### src/shared/esd_pkg.sv
`default_nettype none
package esd_pkg;
   // register bus geometry
   localparam int ADDR_W = 3;
   localparam int DATA_W = 16;

   // register indices on the plain port
   localparam logic [ADDR_W-1:0] OFS_DELAY_CTRL = 3'h0;
   localparam logic [ADDR_W-1:0] OFS_STEER_CTRL = 3'h1;
   localparam logic [ADDR_W-1:0] OFS_SHDN_CTRL  = 3'h2;
   localparam logic [ADDR_W-1:0] OFS_IRQ_STAT   = 3'h3;
   localparam logic [ADDR_W-1:0] OFS_IRQ_MASK   = 3'h4;

   // restart and delay control fields
   localparam int POS_AUTO_RESTART = 7;
   localparam int POS_DELAY_LSB    = 0;
   localparam int DELAY_W          = 7;

   // pulse steering fields
   localparam int POS_CMPL_LSB     = 6;
   localparam int POS_STEER_SYNC   = 4;
   localparam int POS_STEER_LSB    = 0;

   // auto-shutdown control fields
   localparam int POS_SHDN_FLAG    = 7;
   localparam int POS_SHDN_SRC_LSB = 4;
   localparam int POS_PSS_AC_LSB   = 2;
   localparam int POS_PSS_BD_LSB   = 0;

   // interrupt status bits
   localparam int POS_IRQ_SHDN     = 0;
   localparam int POS_IRQ_RESTART  = 1;
   localparam int IRQ_W            = 2;

   // reset values
   localparam logic [7:0] RST_DELAY_CTRL = 8'h00;
   localparam logic [7:0] RST_STEER_CTRL = 8'h01;
   localparam logic [6:0] RST_SHDN_CTRL  = 7'h00;
   localparam logic [IRQ_W-1:0] RST_IRQ  = 2'h0;

   // complementary pair select codes
   typedef enum logic [1:0]
   {
      CMPL_OFF = 2'b00,
      CMPL_AB  = 2'b01,
      CMPL_AC  = 2'b10,
      CMPL_RSV = 2'b11
   } esd_cmpl_t;

   // pin indices
   localparam int PIN_A = 0;
   localparam int PIN_B = 1;
   localparam int PIN_C = 2;
   localparam int PIN_D = 3;
endpackage : esd_pkg
`default_nettype wire

### src/verilog/esd_top.sv
`timescale 1ns/1ps
`default_nettype none
module esd_top
   import esd_pkg::*;
#(
   parameter int DLY_W = esd_pkg::DELAY_W
)
(
   input  wire logic                       clk,
   input  wire logic                       rst_n,
   input  wire logic [esd_pkg::ADDR_W-1:0] reg_addr,
   input  wire logic [esd_pkg::DATA_W-1:0] reg_wdata,
   input  wire logic                       reg_wr,
   input  wire logic                       reg_rd,
   output var  logic [esd_pkg::DATA_W-1:0] reg_rdata,
   input  wire logic                       period_start,
   input  wire logic                       pwm_raw,
   input  wire logic                       fault_in,
   input  wire logic [3:0]                 port_out,
   input  wire logic [3:0]                 port_oe,
   output var  logic [3:0]                 pwm_output,
   output var  logic [3:0]                 pwm_output_oe,
   output var  logic                       shutdown_active,
   output var  logic                       irq
);
   import esd_pkg::*;

   // the delay field sits in the low byte beside the restart bit
   if (DLY_W < 1 || DLY_W > POS_AUTO_RESTART)
   begin : g_bad_width
      $error("esd_top: DLY_W must lie between 1 and 7");
   end

   // write strobe decode, shared by several registers
   function automatic logic wr_hit(input logic [ADDR_W-1:0] a, input logic w, input logic [ADDR_W-1:0] ofs);
      wr_hit = w && (a == ofs);
   endfunction : wr_hit

   logic             fault_meta_q;
   logic             fault_lvl_q;
   logic             auto_restart_q;
   logic [DLY_W-1:0] delay_count_q;
   logic [1:0]       cmpl_sel_q;
   logic             steer_sync_q;
   logic [3:0]       steer_en_q;
   logic             shdn_flag_q;
   logic [2:0]       shdn_src_q;
   logic [1:0]       pss_ac_q;
   logic [1:0]       pss_bd_q;
   logic             running_q;
   logic             raw_prev_q;
   logic             dly_pend_q;
   logic [DLY_W-1:0] dly_cnt_q;
   logic             pwm_dly_q;
   logic [IRQ_W-1:0] irq_stat_q;
   logic [IRQ_W-1:0] irq_mask_q;
   logic             shdn_prev_q;
   logic             run_prev_q;
   logic             shdn_wr;
   logic             off_state;
   logic [3:0]       pin_d;
   logic [3:0]       oe_d;
   logic [IRQ_W-1:0] irq_set;

   // two flops on the fault pin; only the second one is looked at
   always_ff @(posedge clk or negedge rst_n)
   begin
      if (!rst_n)
      begin
         fault_meta_q <= 1'b0;
         fault_lvl_q  <= 1'b0;
      end
      else
      begin
         fault_meta_q <= fault_in;
         fault_lvl_q  <= fault_meta_q;
      end
   end

   assign shdn_wr = wr_hit(reg_addr, reg_wr, OFS_SHDN_CTRL);

   // restart and delay control; upper byte has no storage at all
   always_ff @(posedge clk or negedge rst_n)
   begin
      if (!rst_n)
      begin
         auto_restart_q <= RST_DELAY_CTRL[POS_AUTO_RESTART];
         delay_count_q  <= RST_DELAY_CTRL[DLY_W-1:0];
      end
      else if (wr_hit(reg_addr, reg_wr, OFS_DELAY_CTRL))
      begin
         auto_restart_q <= reg_wdata[POS_AUTO_RESTART];
         delay_count_q  <= reg_wdata[POS_DELAY_LSB +: DLY_W];
      end
   end

   // pulse steering control
   always_ff @(posedge clk or negedge rst_n)
   begin
      if (!rst_n)
      begin
         cmpl_sel_q   <= RST_STEER_CTRL[POS_CMPL_LSB +: 2];
         steer_sync_q <= RST_STEER_CTRL[POS_STEER_SYNC];
         steer_en_q   <= RST_STEER_CTRL[POS_STEER_LSB +: 4];
      end
      else if (wr_hit(reg_addr, reg_wr, OFS_STEER_CTRL))
      begin
         cmpl_sel_q   <= reg_wdata[POS_CMPL_LSB +: 2];
         steer_sync_q <= reg_wdata[POS_STEER_SYNC];
         steer_en_q   <= reg_wdata[POS_STEER_LSB +: 4];
      end
   end

   // shutdown state fields and stored source select
   always_ff @(posedge clk or negedge rst_n)
   begin
      if (!rst_n)
      begin
         shdn_src_q <= RST_SHDN_CTRL[POS_SHDN_SRC_LSB +: 3];
         pss_ac_q   <= RST_SHDN_CTRL[POS_PSS_AC_LSB +: 2];
         pss_bd_q   <= RST_SHDN_CTRL[POS_PSS_BD_LSB +: 2];
      end
      else if (shdn_wr)
      begin
         shdn_src_q <= reg_wdata[POS_SHDN_SRC_LSB +: 3];
         pss_ac_q   <= reg_wdata[POS_PSS_AC_LSB +: 2];
         pss_bd_q   <= reg_wdata[POS_PSS_BD_LSB +: 2];
      end
   end

   // shutdown flag: the fault level wins over any clear, auto or manual
   always_ff @(posedge clk or negedge rst_n)
   begin
      if (!rst_n)
      begin
         shdn_flag_q <= 1'b0;
      end
      else if (fault_lvl_q)
      begin
         shdn_flag_q <= 1'b1;
      end
      else if (shdn_wr)
      begin
         shdn_flag_q <= reg_wdata[POS_SHDN_FLAG];
      end
      else if (auto_restart_q)
      begin
         shdn_flag_q <= 1'b0;
      end
   end

   // waveform gate: reopens only on a period start after the flag is clear
   always_ff @(posedge clk or negedge rst_n)
   begin
      if (!rst_n)
      begin
         running_q <= 1'b0;
      end
      else if (shdn_flag_q || fault_lvl_q)
      begin
         running_q <= 1'b0;
      end
      else if (period_start)
      begin
         running_q <= 1'b1;
      end
   end

   // active-edge delay; falling edges pass at once so pulses only shrink
   always_ff @(posedge clk or negedge rst_n)
   begin
      if (!rst_n)
      begin
         raw_prev_q <= 1'b0;
         dly_pend_q <= 1'b0;
         dly_cnt_q  <= '0;
         pwm_dly_q  <= 1'b0;
      end
      else
      begin
         raw_prev_q <= pwm_raw;
         if (!pwm_raw)
         begin
            dly_pend_q <= 1'b0;
            pwm_dly_q  <= 1'b0;
         end
         else if (!raw_prev_q)
         begin
            if (delay_count_q == '0)
            begin
               pwm_dly_q <= 1'b1;
            end
            else
            begin
               dly_pend_q <= 1'b1;
               dly_cnt_q  <= delay_count_q;
            end
         end
         else if (dly_pend_q)
         begin
            dly_cnt_q <= dly_cnt_q - 1'b1;
            if (dly_cnt_q == DLY_W'(1))
            begin
               dly_pend_q <= 1'b0;
               pwm_dly_q  <= 1'b1;
            end
         end
      end
   end

   // steering and pairing; reserved select 11 behaves like 00
   always_comb
   begin
      off_state = shdn_flag_q || !running_q;
      pin_d     = port_out;
      oe_d      = port_oe;
      case (esd_cmpl_t'(cmpl_sel_q))
         CMPL_AC:
         begin
            pin_d[PIN_A] = pwm_dly_q;
            pin_d[PIN_C] = !pwm_dly_q;
            oe_d[PIN_A]  = 1'b1;
            oe_d[PIN_C]  = 1'b1;
            if (off_state)
            begin
               pin_d[PIN_A] = pss_ac_q[0];
               pin_d[PIN_C] = pss_ac_q[0];
               oe_d[PIN_A]  = !pss_ac_q[1];
               oe_d[PIN_C]  = !pss_ac_q[1];
            end
         end
         CMPL_AB:
         begin
            pin_d[PIN_A] = pwm_dly_q;
            pin_d[PIN_B] = !pwm_dly_q;
            oe_d[PIN_A]  = 1'b1;
            oe_d[PIN_B]  = 1'b1;
            if (off_state)
            begin
               pin_d[PIN_A] = pss_ac_q[0];
               oe_d[PIN_A]  = !pss_ac_q[1];
               pin_d[PIN_B] = pss_bd_q[0];
               oe_d[PIN_B]  = !pss_bd_q[1];
            end
         end
         default:
         begin
            for (int i = 0; i < 4; i++)
            begin
               if (steer_en_q[i])
               begin
                  pin_d[i] = pwm_dly_q;
                  oe_d[i]  = 1'b1;
                  if (off_state)
                  begin
                     // pins A and C share one field, B and D the other
                     pin_d[i] = (i % 2 == 0) ? pss_ac_q[0] : pss_bd_q[0];
                     oe_d[i]  = (i % 2 == 0) ? !pss_ac_q[1] : !pss_bd_q[1];
                  end
               end
            end
         end
      endcase
   end

   // pins straight from flops
   always_ff @(posedge clk or negedge rst_n)
   begin
      if (!rst_n)
      begin
         pwm_output      <= 4'h0;
         pwm_output_oe   <= 4'h0;
         shutdown_active <= 1'b0;
      end
      else
      begin
         pwm_output      <= pin_d;
         pwm_output_oe   <= oe_d;
         shutdown_active <= shdn_flag_q;
      end
   end

   // interrupt events: shutdown entry and waveform restart
   assign irq_set[POS_IRQ_SHDN]    = shdn_flag_q && !shdn_prev_q;
   assign irq_set[POS_IRQ_RESTART] = running_q && !run_prev_q;

   // sticky status; an event in the clearing cycle survives
   always_ff @(posedge clk or negedge rst_n)
   begin
      if (!rst_n)
      begin
         shdn_prev_q <= 1'b0;
         run_prev_q  <= 1'b0;
         irq_stat_q  <= RST_IRQ;
         irq_mask_q  <= RST_IRQ;
         irq         <= 1'b0;
      end
      else
      begin
         shdn_prev_q <= shdn_flag_q;
         run_prev_q  <= running_q;
         if (wr_hit(reg_addr, reg_wr, OFS_IRQ_STAT))
         begin
            irq_stat_q <= (irq_stat_q & ~reg_wdata[IRQ_W-1:0]) | irq_set;
         end
         else
         begin
            irq_stat_q <= irq_stat_q | irq_set;
         end
         if (wr_hit(reg_addr, reg_wr, OFS_IRQ_MASK))
         begin
            irq_mask_q <= reg_wdata[IRQ_W-1:0];
         end
         irq <= |(irq_stat_q & irq_mask_q);
      end
   end

   // read data one cycle after the strobe, zero elsewhere
   always_ff @(posedge clk or negedge rst_n)
   begin
      if (!rst_n)
      begin
         reg_rdata <= '0;
      end
      else
      begin
         reg_rdata <= '0;
         if (reg_rd)
         begin
            if (reg_addr == OFS_DELAY_CTRL)
            begin
               reg_rdata[POS_AUTO_RESTART]           <= auto_restart_q;
               reg_rdata[POS_DELAY_LSB +: DLY_W]     <= delay_count_q;
            end
            else if (reg_addr == OFS_STEER_CTRL)
            begin
               reg_rdata[POS_CMPL_LSB +: 2]  <= cmpl_sel_q;
               reg_rdata[POS_STEER_SYNC]     <= steer_sync_q;
               reg_rdata[POS_STEER_LSB +: 4] <= steer_en_q;
            end
            else if (reg_addr == OFS_SHDN_CTRL)
            begin
               reg_rdata[POS_SHDN_FLAG]           <= shdn_flag_q;
               reg_rdata[POS_SHDN_SRC_LSB +: 3]   <= shdn_src_q;
               reg_rdata[POS_PSS_AC_LSB +: 2]     <= pss_ac_q;
               reg_rdata[POS_PSS_BD_LSB +: 2]     <= pss_bd_q;
            end
            else if (reg_addr == OFS_IRQ_STAT)
            begin
               reg_rdata[IRQ_W-1:0] <= irq_stat_q;
            end
            else if (reg_addr == OFS_IRQ_MASK)
            begin
               reg_rdata[IRQ_W-1:0] <= irq_mask_q;
            end
         end
      end
   end

   // checks beside the logic
   fault_hold_a : assert property (@(posedge clk) disable iff (!rst_n)
      fault_lvl_q |=> shdn_flag_q && !running_q)
      else $error("shutdown flag dropped while fault present");

   flag_write_a : assert property (@(posedge clk) disable iff (!rst_n)
      (fault_lvl_q && shdn_wr && !reg_wdata[POS_SHDN_FLAG]) |=> shdn_flag_q)
      else $error("flag write took effect during fault");

   restart_period_a : assert property (@(posedge clk) disable iff (!rst_n)
      $rose(running_q) |-> $past(period_start) && !$past(shdn_flag_q))
      else $error("waveform restarted off a period start");

   auto_clear_a : assert property (@(posedge clk) disable iff (!rst_n)
      (shdn_flag_q && !fault_lvl_q && auto_restart_q && !shdn_wr) |=> !shdn_flag_q)
      else $error("auto restart did not clear flag");

   manual_hold_a : assert property (@(posedge clk) disable iff (!rst_n)
      (shdn_flag_q && !auto_restart_q && !shdn_wr) |=> shdn_flag_q)
      else $error("flag cleared without software");

   delay_zero_a : assert property (@(posedge clk) disable iff (!rst_n)
      (pwm_raw && !raw_prev_q && delay_count_q == '0) |=> pwm_dly_q)
      else $error("zero delay edge not passed at once");

   delay_rise_a : assert property (@(posedge clk) disable iff (!rst_n)
      $rose(pwm_dly_q) |-> $past(pwm_raw) && ($past(dly_pend_q) || $past(delay_count_q) == '0))
      else $error("active edge without a held raw high");

   comp_ac_a : assert property (@(posedge clk) disable iff (!rst_n)
      (cmpl_sel_q == CMPL_AC && !off_state) |=> pwm_output[PIN_A] == $past(pwm_dly_q) && pwm_output[PIN_C] == !$past(pwm_dly_q))
      else $error("A and C not complementary");

   steer_port_a : assert property (@(posedge clk) disable iff (!rst_n)
      (cmpl_sel_q == CMPL_OFF && !steer_en_q[PIN_A]) |=> pwm_output[PIN_A] == $past(port_out[PIN_A]))
      else $error("unsteered pin A not under port control");

   upper_zero_a : assert property (@(posedge clk) disable iff (!rst_n)
      (reg_rd && reg_addr == OFS_DELAY_CTRL) |=> reg_rdata[15:8] == 8'h00)
      else $error("upper byte of delay control not zero");

   shdn_drive_a : assert property (@(posedge clk) disable iff (!rst_n)
      (shdn_flag_q && cmpl_sel_q == CMPL_OFF && steer_en_q[PIN_A] && pss_ac_q == 2'b01)
      |=> pwm_output_oe[PIN_A] && pwm_output[PIN_A])
      else $error("pin A not driven high in shutdown");
endmodule : esd_top
`default_nettype wire

### config.mk
export PLATFORM = sky130hd
export DESIGN_NAME = esd_top
export DESIGN_NICKNAME = d
export VERILOG_FILES = /design/src/shared/esd_pkg.sv /design/src/verilog/esd_top.sv
export SDC_FILE = /design/constraint.sdc
export NUM_CORES = 1
export LEC_CHECK = 0
export BUFFER_PORTS_ARGS = -buffer_cell sky130_fd_sc_hd__buf_2
export CAP_MARGIN = 20
export CORE_MARGIN = 3
export CORE_UTILIZATION = 31
export CTS_BUF_LIST = sky130_fd_sc_hd__clkbuf_2
export CTS_CLUSTER_SIZE = 12
export DETAILED_ROUTE_END_ITERATION = 8
export PLACE_DENSITY = 0.61
export SLEW_MARGIN = 20
export SYNTH_ARGS = -nofsm -noshare
export SYNTH_HDL_FRONTEND = slang
export SYNTH_SLANG_ARGS = --single-unit
### constraint.sdc
create_clock -name clk -period 4 [get_ports clk]
set_clock_uncertainty 0.2 [all_clocks]
set_input_delay 0.8 -clock clk [delete_from_list [all_inputs] [get_ports clk]]
set_output_delay 0.8 -clock clk [all_outputs]
set_load 0.01 [all_outputs]
==> run metrics, run 1 <==
status=complete, no violations; drt wl/cell=14.7 µm; crit-path max cell delay=0.60 ns; average cell area after synthesis=10.3 µm²; CP bufs+invs=0; largest net degree at the start of global routing=41; std cell rows=34; RSZ-0062 raised after global routing=no; first-pass GRT wire length=10.6 mm; power per standard cell area=515 nW/µm²; max-cap check violation count=0; All-Layer GR Usage=13.6%; TritonRoute pass-1 iters=4; antenna violations before repair=0; Primary FF master, synth=dfrtp_1; post-route ant nets=0; post-synthesis register bit count=59; synthesized-area fraction occupied by adder cells=1.78%; Tcrit/Tclk final=55.4%; gpl congestion=0.791; mux cell area share after synthesis=7.80%; TritonCTS clock tree=done; post-synthesis sequential area ratio=52.6%; Leakage Power=0.00150 µW; CP max FO=14; Tightest Pin Transition=0.874 ns; num ports=60; number of synthesized flops with an enable pin=0; later-pin clock latency in the skew report=0.48 ns; Synth Area in Compound Gates=16.1%; Critical R2R Launch=delay_count_q[3]; crit path kind=flip-flop to flip-flop; Root Buffer=clkbuf_2; Mapped Cells=273; critical path endpoint category=flip-flop; grt ovf=0; vias per std cell=4.93; core area=8760 µm²; Final Hold Vio Count=0; crit path launch=delay_count_q[3]; VDD IR max=0.000186 V; H-tree depth=3; simple-gate share of the synthesized area=15.4%; critical path's top delay family=compound AO/OA/AOI/OAI gates; Worst setup SP type=flip-flop; dpl hpwl=4.65 mm; fraction of layout cells with a size suffix above 1=26.2%; arrival time worst endpoint=2.38 ns; commonest non-fill, non-tap cells in the layout=dfrtp_1 (58), buf_2 (43), o21ai_0 (29); Post-CTS Resized=0; vias=2135; antenna diode count=0; hold path start=fault_meta_q; post-synthesis xor/xnor area fraction=0%; crit path cell chain=or4_4 -> o221ai_4 -> o21ai_0 -> a211o_2; max-slew violations=0; clock tree buffer depth=2; Nets=358; Fmax=451 MHz; asr flop ratio synth=100%; vias in the first global route=2112; HP Class=flip-flop to flip-flop; Port Buffers=43; die height=101 µm; total CTS buffers=9; clk slew on worst S/H paths=0.17 ns; die area=10200 µm²; Die Wd=101 µm; Final Util=36.9%; WL final=6.37 mm; Worst Path Required=4.16 ns; initial drt markers=93; setup total negative slack=0 ns; Initial Util=32.1%; FILL cells=898; post-CTS setup buffers=0; area delta synth->final=15.2%; Mapped Area=2810 µm²; clk sink count=59; Warnings, synthesis=0; Max-slew headroom=41.7%; final setup fails=0; minimum clock period after layout=2.22 ns; leading cell type in the layout, fill and taps excluded=dfrtp_1; Cell variety after synth=45; DRC=0; largest family of logic cells by synthesized area=compound AO/OA/AOI/OAI gates; slowest stage cell, crit path=or4_4; # hold bufs at CTS=0
routing by layer:
layer  wire, µm  GRT usage (%)  up-vias
met5          0              0        -
met1       3020           18.1     1019
met2       2890           20.8       60
li1           -              -     1051
met4         78           4.91        0
met3        382           4.41        5
where the power goes:
group / switching [µW] / total (µW) / leakage [µW] / internal [µW]
clock: 216 / 421 / 0.0000770 / 205
combinational: 222 / 413 / 0.000709 / 190
sequential: 105 / 834 / 0.000714 / 729
total: 544 / 1670 / 0.00150 / 1120
Yosys cell counts, drive strengths merged (2+ instances only):
cell type	n	share of area (%)
nor4	3	0.67
nand3	6	1.1
a221oi	5	1.8
a21o	2	0.53
a21oi	14	2.5
mux2	15	6.0
or4	3	1.1
nor2b	9	2.0
o22ai	7	1.6
nand2	24	3.2
inv	19	2.5
o21ai	29	5.2
a31oi	2	0.45
ha	4	1.8
dfrtp	58	52
a22o	2	0.62
nor3	7	1.4
buf	10	2.7
or3	3	0.67
a211o	3	1.0
mux2i	5	1.8
nand2b	3	0.67
nand4	3	0.67
nor2	17	2.5
clkbuf	7	0.94
metrics by stage:
step / instance area, µm² / setup WS (ns) / power [µW] / std cells / hold WS, ns
3_5_place_dp: 3110 / 1.40 / 1260 / 417 / 0.140
6_report: 3240 / 1.78 / 1670 / 433 / 0.175
5_1_grt: 3240 / 1.71 / 1790 / 433 / 0.121
2_1_floorplan: 2840 / 1.82 / 1110 / 280 / 0.131
3_3_place_gp: 3110 / 1.40 / 1250 / 417 / 0.137
4_1_cts: 3240 / 1.79 / 1700 / 433 / 0.145
sequential cells by signal (all words and copies together) (netlist names), 2 cells and up:
name           flops
reg_rdata          8
delay_count_q      7
dly_cnt_q          7
pwm_output         4
pwm_output_oe      4
steer_en_q         4
shdn_src_q         3
cmpl_sel_q         2
irq_mask_q         2
irq_stat_q         2
pss_ac_q           2
pss_bd_q           2
area by class of cell:
class	instances	area [µm²]	area share [%]
timing repair buffer	46	238	7.35
clock buffer	10	50.0	1.55
clock inverter	6	80.1	2.47
multi-input combinational	185	1180	36.6
sequential	59	1480	45.7
inverter	19	71.3	2.20
tap	108	135	4.18
worst paths after layout:
path | slack [ns] | to | cells after the start
setup / recovery | 1.78 | dly_cnt_q[5] | 4
hold / removal | 0.18 | fault_lvl_q | 0
setup reg to reg | 1.78 | dly_cnt_q[5] | 4
hold reg to reg | 0.18 | fault_lvl_q | 0
max in group asynchronous | 2.68 | dly_cnt_q[0] | 2
min in group asynchronous | 0.22 | steer_sync_q | 1
cell families (layout without fill, tap and decap cells):
group,Yosys count,in the layout
simple gates,83,83
compound gates,70,70
flops,59,59
buf+inv,36,81
mux,20,20
fa+ha+maj,4,4
other cells,1,8
Note: power is estimated with default switching activity, not from simulation.
==> run 2, diff against run 1 <==
--- a/config.mk
+++ b/config.mk
@@ -12,7 +12,7 @@
 export CTS_BUF_LIST = sky130_fd_sc_hd__clkbuf_2
 export CTS_CLUSTER_SIZE = 12
 export DETAILED_ROUTE_END_ITERATION = 8
-export PLACE_DENSITY = 0.61
+export PLACE_DENSITY = 0.63
 export SLEW_MARGIN = 20
 export SYNTH_ARGS = -nofsm -noshare
 export SYNTH_HDL_FRONTEND = slang
==> constraint.sdc (replaced) <==
create_clock -name clk -period 2 [get_ports clk]
set_clock_uncertainty 0.2 [all_clocks]
set_input_delay 0.4 -clock clk [delete_from_list [all_inputs] [get_ports clk]]
set_output_delay 0.4 -clock clk [all_outputs]
set_load 0.01 [all_outputs]
==> run 2 against run 1 <==
  * Die area unchanged
  * Global-route usage is 0.94 points higher
  * Hold slack got worse by 0.14 ns
  * Sequential share of layout area down 4.6 points
  * Fmax up 11%
  * First-iteration DRC count grew 20%
  * Total power rose by 110%
==> run metrics, run 2 (synthesis results as in run 1) <==
post-route ant nets=0 (unchanged); core area=8760 µm² (unchanged); gpl congestion=0.848 (+7.2%); status=complete, no violations; die area=10200 µm² (unchanged); RR Endpoint=dly_cnt_q[4]; first-pass GRT wire length=11.6 mm (+9.4%); later-pin clock latency in the skew report=0.48 ns (about the same); Reg area=1480 µm² (unchanged); Initial Util=32.1% (unchanged); Hold Crit Endpoint=pwm_output[1]; fin cells=471 (+8.8%); HP Class=input port to flip-flop; leading cell type in the layout, fill and taps excluded=dfrtp_1; Port Buffers=43 (unchanged); WL final=6.90 mm (+8.5%); commonest non-fill, non-tap cells in the layout=dfrtp_1 (58), buf_2 (43), o21ai_0 (26); Worst Path Required=2.19 ns (-1.97 ns); All-Layer GR Usage=14.5% (+0.94 points); TritonRoute pass-1 iters=4 (unchanged); VDD IR max=0.000327 V (+76%); clk slew on worst S/H paths=0.18 ns (about the same); Leakage Power=0.00169 µW (+12%); Reg with most FFs=reg_rdata; std cell rows=34 (unchanged); number of flip-flops under the largest register name=8 (unchanged); die height=101 µm (unchanged); area delta synth->final=28.2%; design area=3600 µm² (+11%); grt ovf=0 (unchanged); vias=2317 (+8.5%); Final Hold Vio Count=0 (unchanged); biggest regs=reg_rdata: 8 flops, delay_count_q: 7 flops, dly_cnt_q: 7 flops; minimum clock period after layout=2.00 ns (-0.220 ns); Post-DP Area=3250 µm² (+4.8%); Tcrit/Tclk final=99.8% (+44 points); vias per std cell=4.92 (-0.23%); pre-CTS setup slack=-0.0313 ns (-1.43 ns); hold path start=port_out[1]; Worst setup SP type=flip-flop; Nets=396 (+11%); CP max FO=8 (-6); TritonCTS clock tree=done; Tightest Pin Transition=0.548 ns (-0.326 ns); Fmax=501 MHz (+11%); fraction of layout cells with a size suffix above 1=29.8% (+3.6 points); drt wl/cell=14.7 µm (-0.30%); Cells after DPL=435 (+4.3%); area of the multi-input gates=1200 µm² (+1.2%); H-tree depth=3 (unchanged); initial drt markers=112 (+20%); largest net degree at the start of global routing=46 (+12%); final setup fails=0 (unchanged); power per standard cell area=969 nW/µm² (+88%); num ports=60 (unchanged); Die Wd=101 µm (unchanged); reg2reg path depth=5 (+1); post-route setup slack=0.00417 ns (-1.78 ns); antenna diode count=0 (unchanged); Root Buffer=clkbuf_2; dpl hpwl=5.05 mm (+8.5%); RSZ-0062 raised after global routing=yes; DRC=0 (unchanged); setup total negative slack=0 ns (unchanged); critical path endpoint category=flip-flop; max-cap check violation count=0 (unchanged); Tot Pwr=3490 µW (+110%); Max-slew headroom=63.0% (+21 points); clock tree buffer depth=2 (unchanged); FILL cells=883 (-1.7%); Critical R2R Launch=raw_prev_q; clk sink count=59 (unchanged); vias in the first global route=2358 (+12%); max-slew violations=0 (unchanged); total CTS buffers=9 (unchanged); arrival time worst endpoint=2.18 ns (-0.20 ns); crit path kind=flip-flop to flip-flop; WHS Path Cells=3 (+3); antenna violations before repair=0 (unchanged); r2r setup slk=0.004 ns (-1.78 ns)
[run 2: changes by cell type in the layout (fill, tap and decap cells not counted), moves of 2 or more]
cell | previous run | this run
o21ai_0 | 29 | 26
dlygate4sd3_1 | 0 | 19
buf_4 | 3 | 19
clkinv_2 | 1 | 3
nand2_2 | 0 | 2
buf_6 | 0 | 2
nand2_1 | 24 | 22
o21ai_1 | 0 | 2
[run 2: final cells by class]
class / count / share of cell area (%)
clock buffers: 9 / 1.25
clock inverters: 7 / 2.29
inverters: 19 / 1.98
multi-input cells: 185 / 33.3
flip-flops and latches: 59 / 41.0
well taps: 108 / 3.75
repair buffers: 84 / 16.4
[run 2: worst max-delay path by stage]
stage / startpoint / endpoint
after global routing: raw_prev_q / dly_cnt_q[4]
after floorplan: delay_count_q[3] / dly_cnt_q[4]
after detailed placement: delay_count_q[3] / dly_cnt_q[4]
after global placement: delay_count_q[3] / dly_cnt_q[4]
after CTS: raw_prev_q / dly_cnt_q[5]
final: raw_prev_q / dly_cnt_q[4]
[run 2: layer usage]
metal	vias up	track usage, %	share of wire (%)
li1	1129	-	-
met1	1110	19.9	49
met2	69	22.3	44
met3	9	4.48	6.3
met4	0	4.19	1.5
met5	-	0	0
[run 2: report_power, final]
| group | total (µW) | internal, µW | switching (µW) |
|---|---|---|---|
| sequential | 1650 | 1460 | 191 |
| combinational | 986 | 477 | 508 |
| clock | 854 | 400 | 454 |
[run 2: through the flow]
| stage | hold slack [ns] | util [%] |
|---|---|---|
| floorplan | -0.0956 | - |
| global placement | 0.133 | 37.1 |
| detailed placement | 0.136 | 37.1 |
| CTS | 0.00270 | 40.8 |
| global route | 0.0138 | 41.1 |
| finish | 0.0372 | 41.1 |
[run 2: critical path, stage by stage (launching register included)]
cell and delay (ns):
dfrtp_1 0.41, or4_4 0.57, o221ai_4 0.30, buf_6 0.17, mux2i_1 0.18, nand3_1 0.08
[run 2: timing repair]
action	CTS	global route
gates resized for setup	1	9
buffers inserted	1	0
setup endpoints to repair	6	6
cloned	0	0
hold endpoints to repair	89	1
hold buffers	18	1
pin swaps	3	0
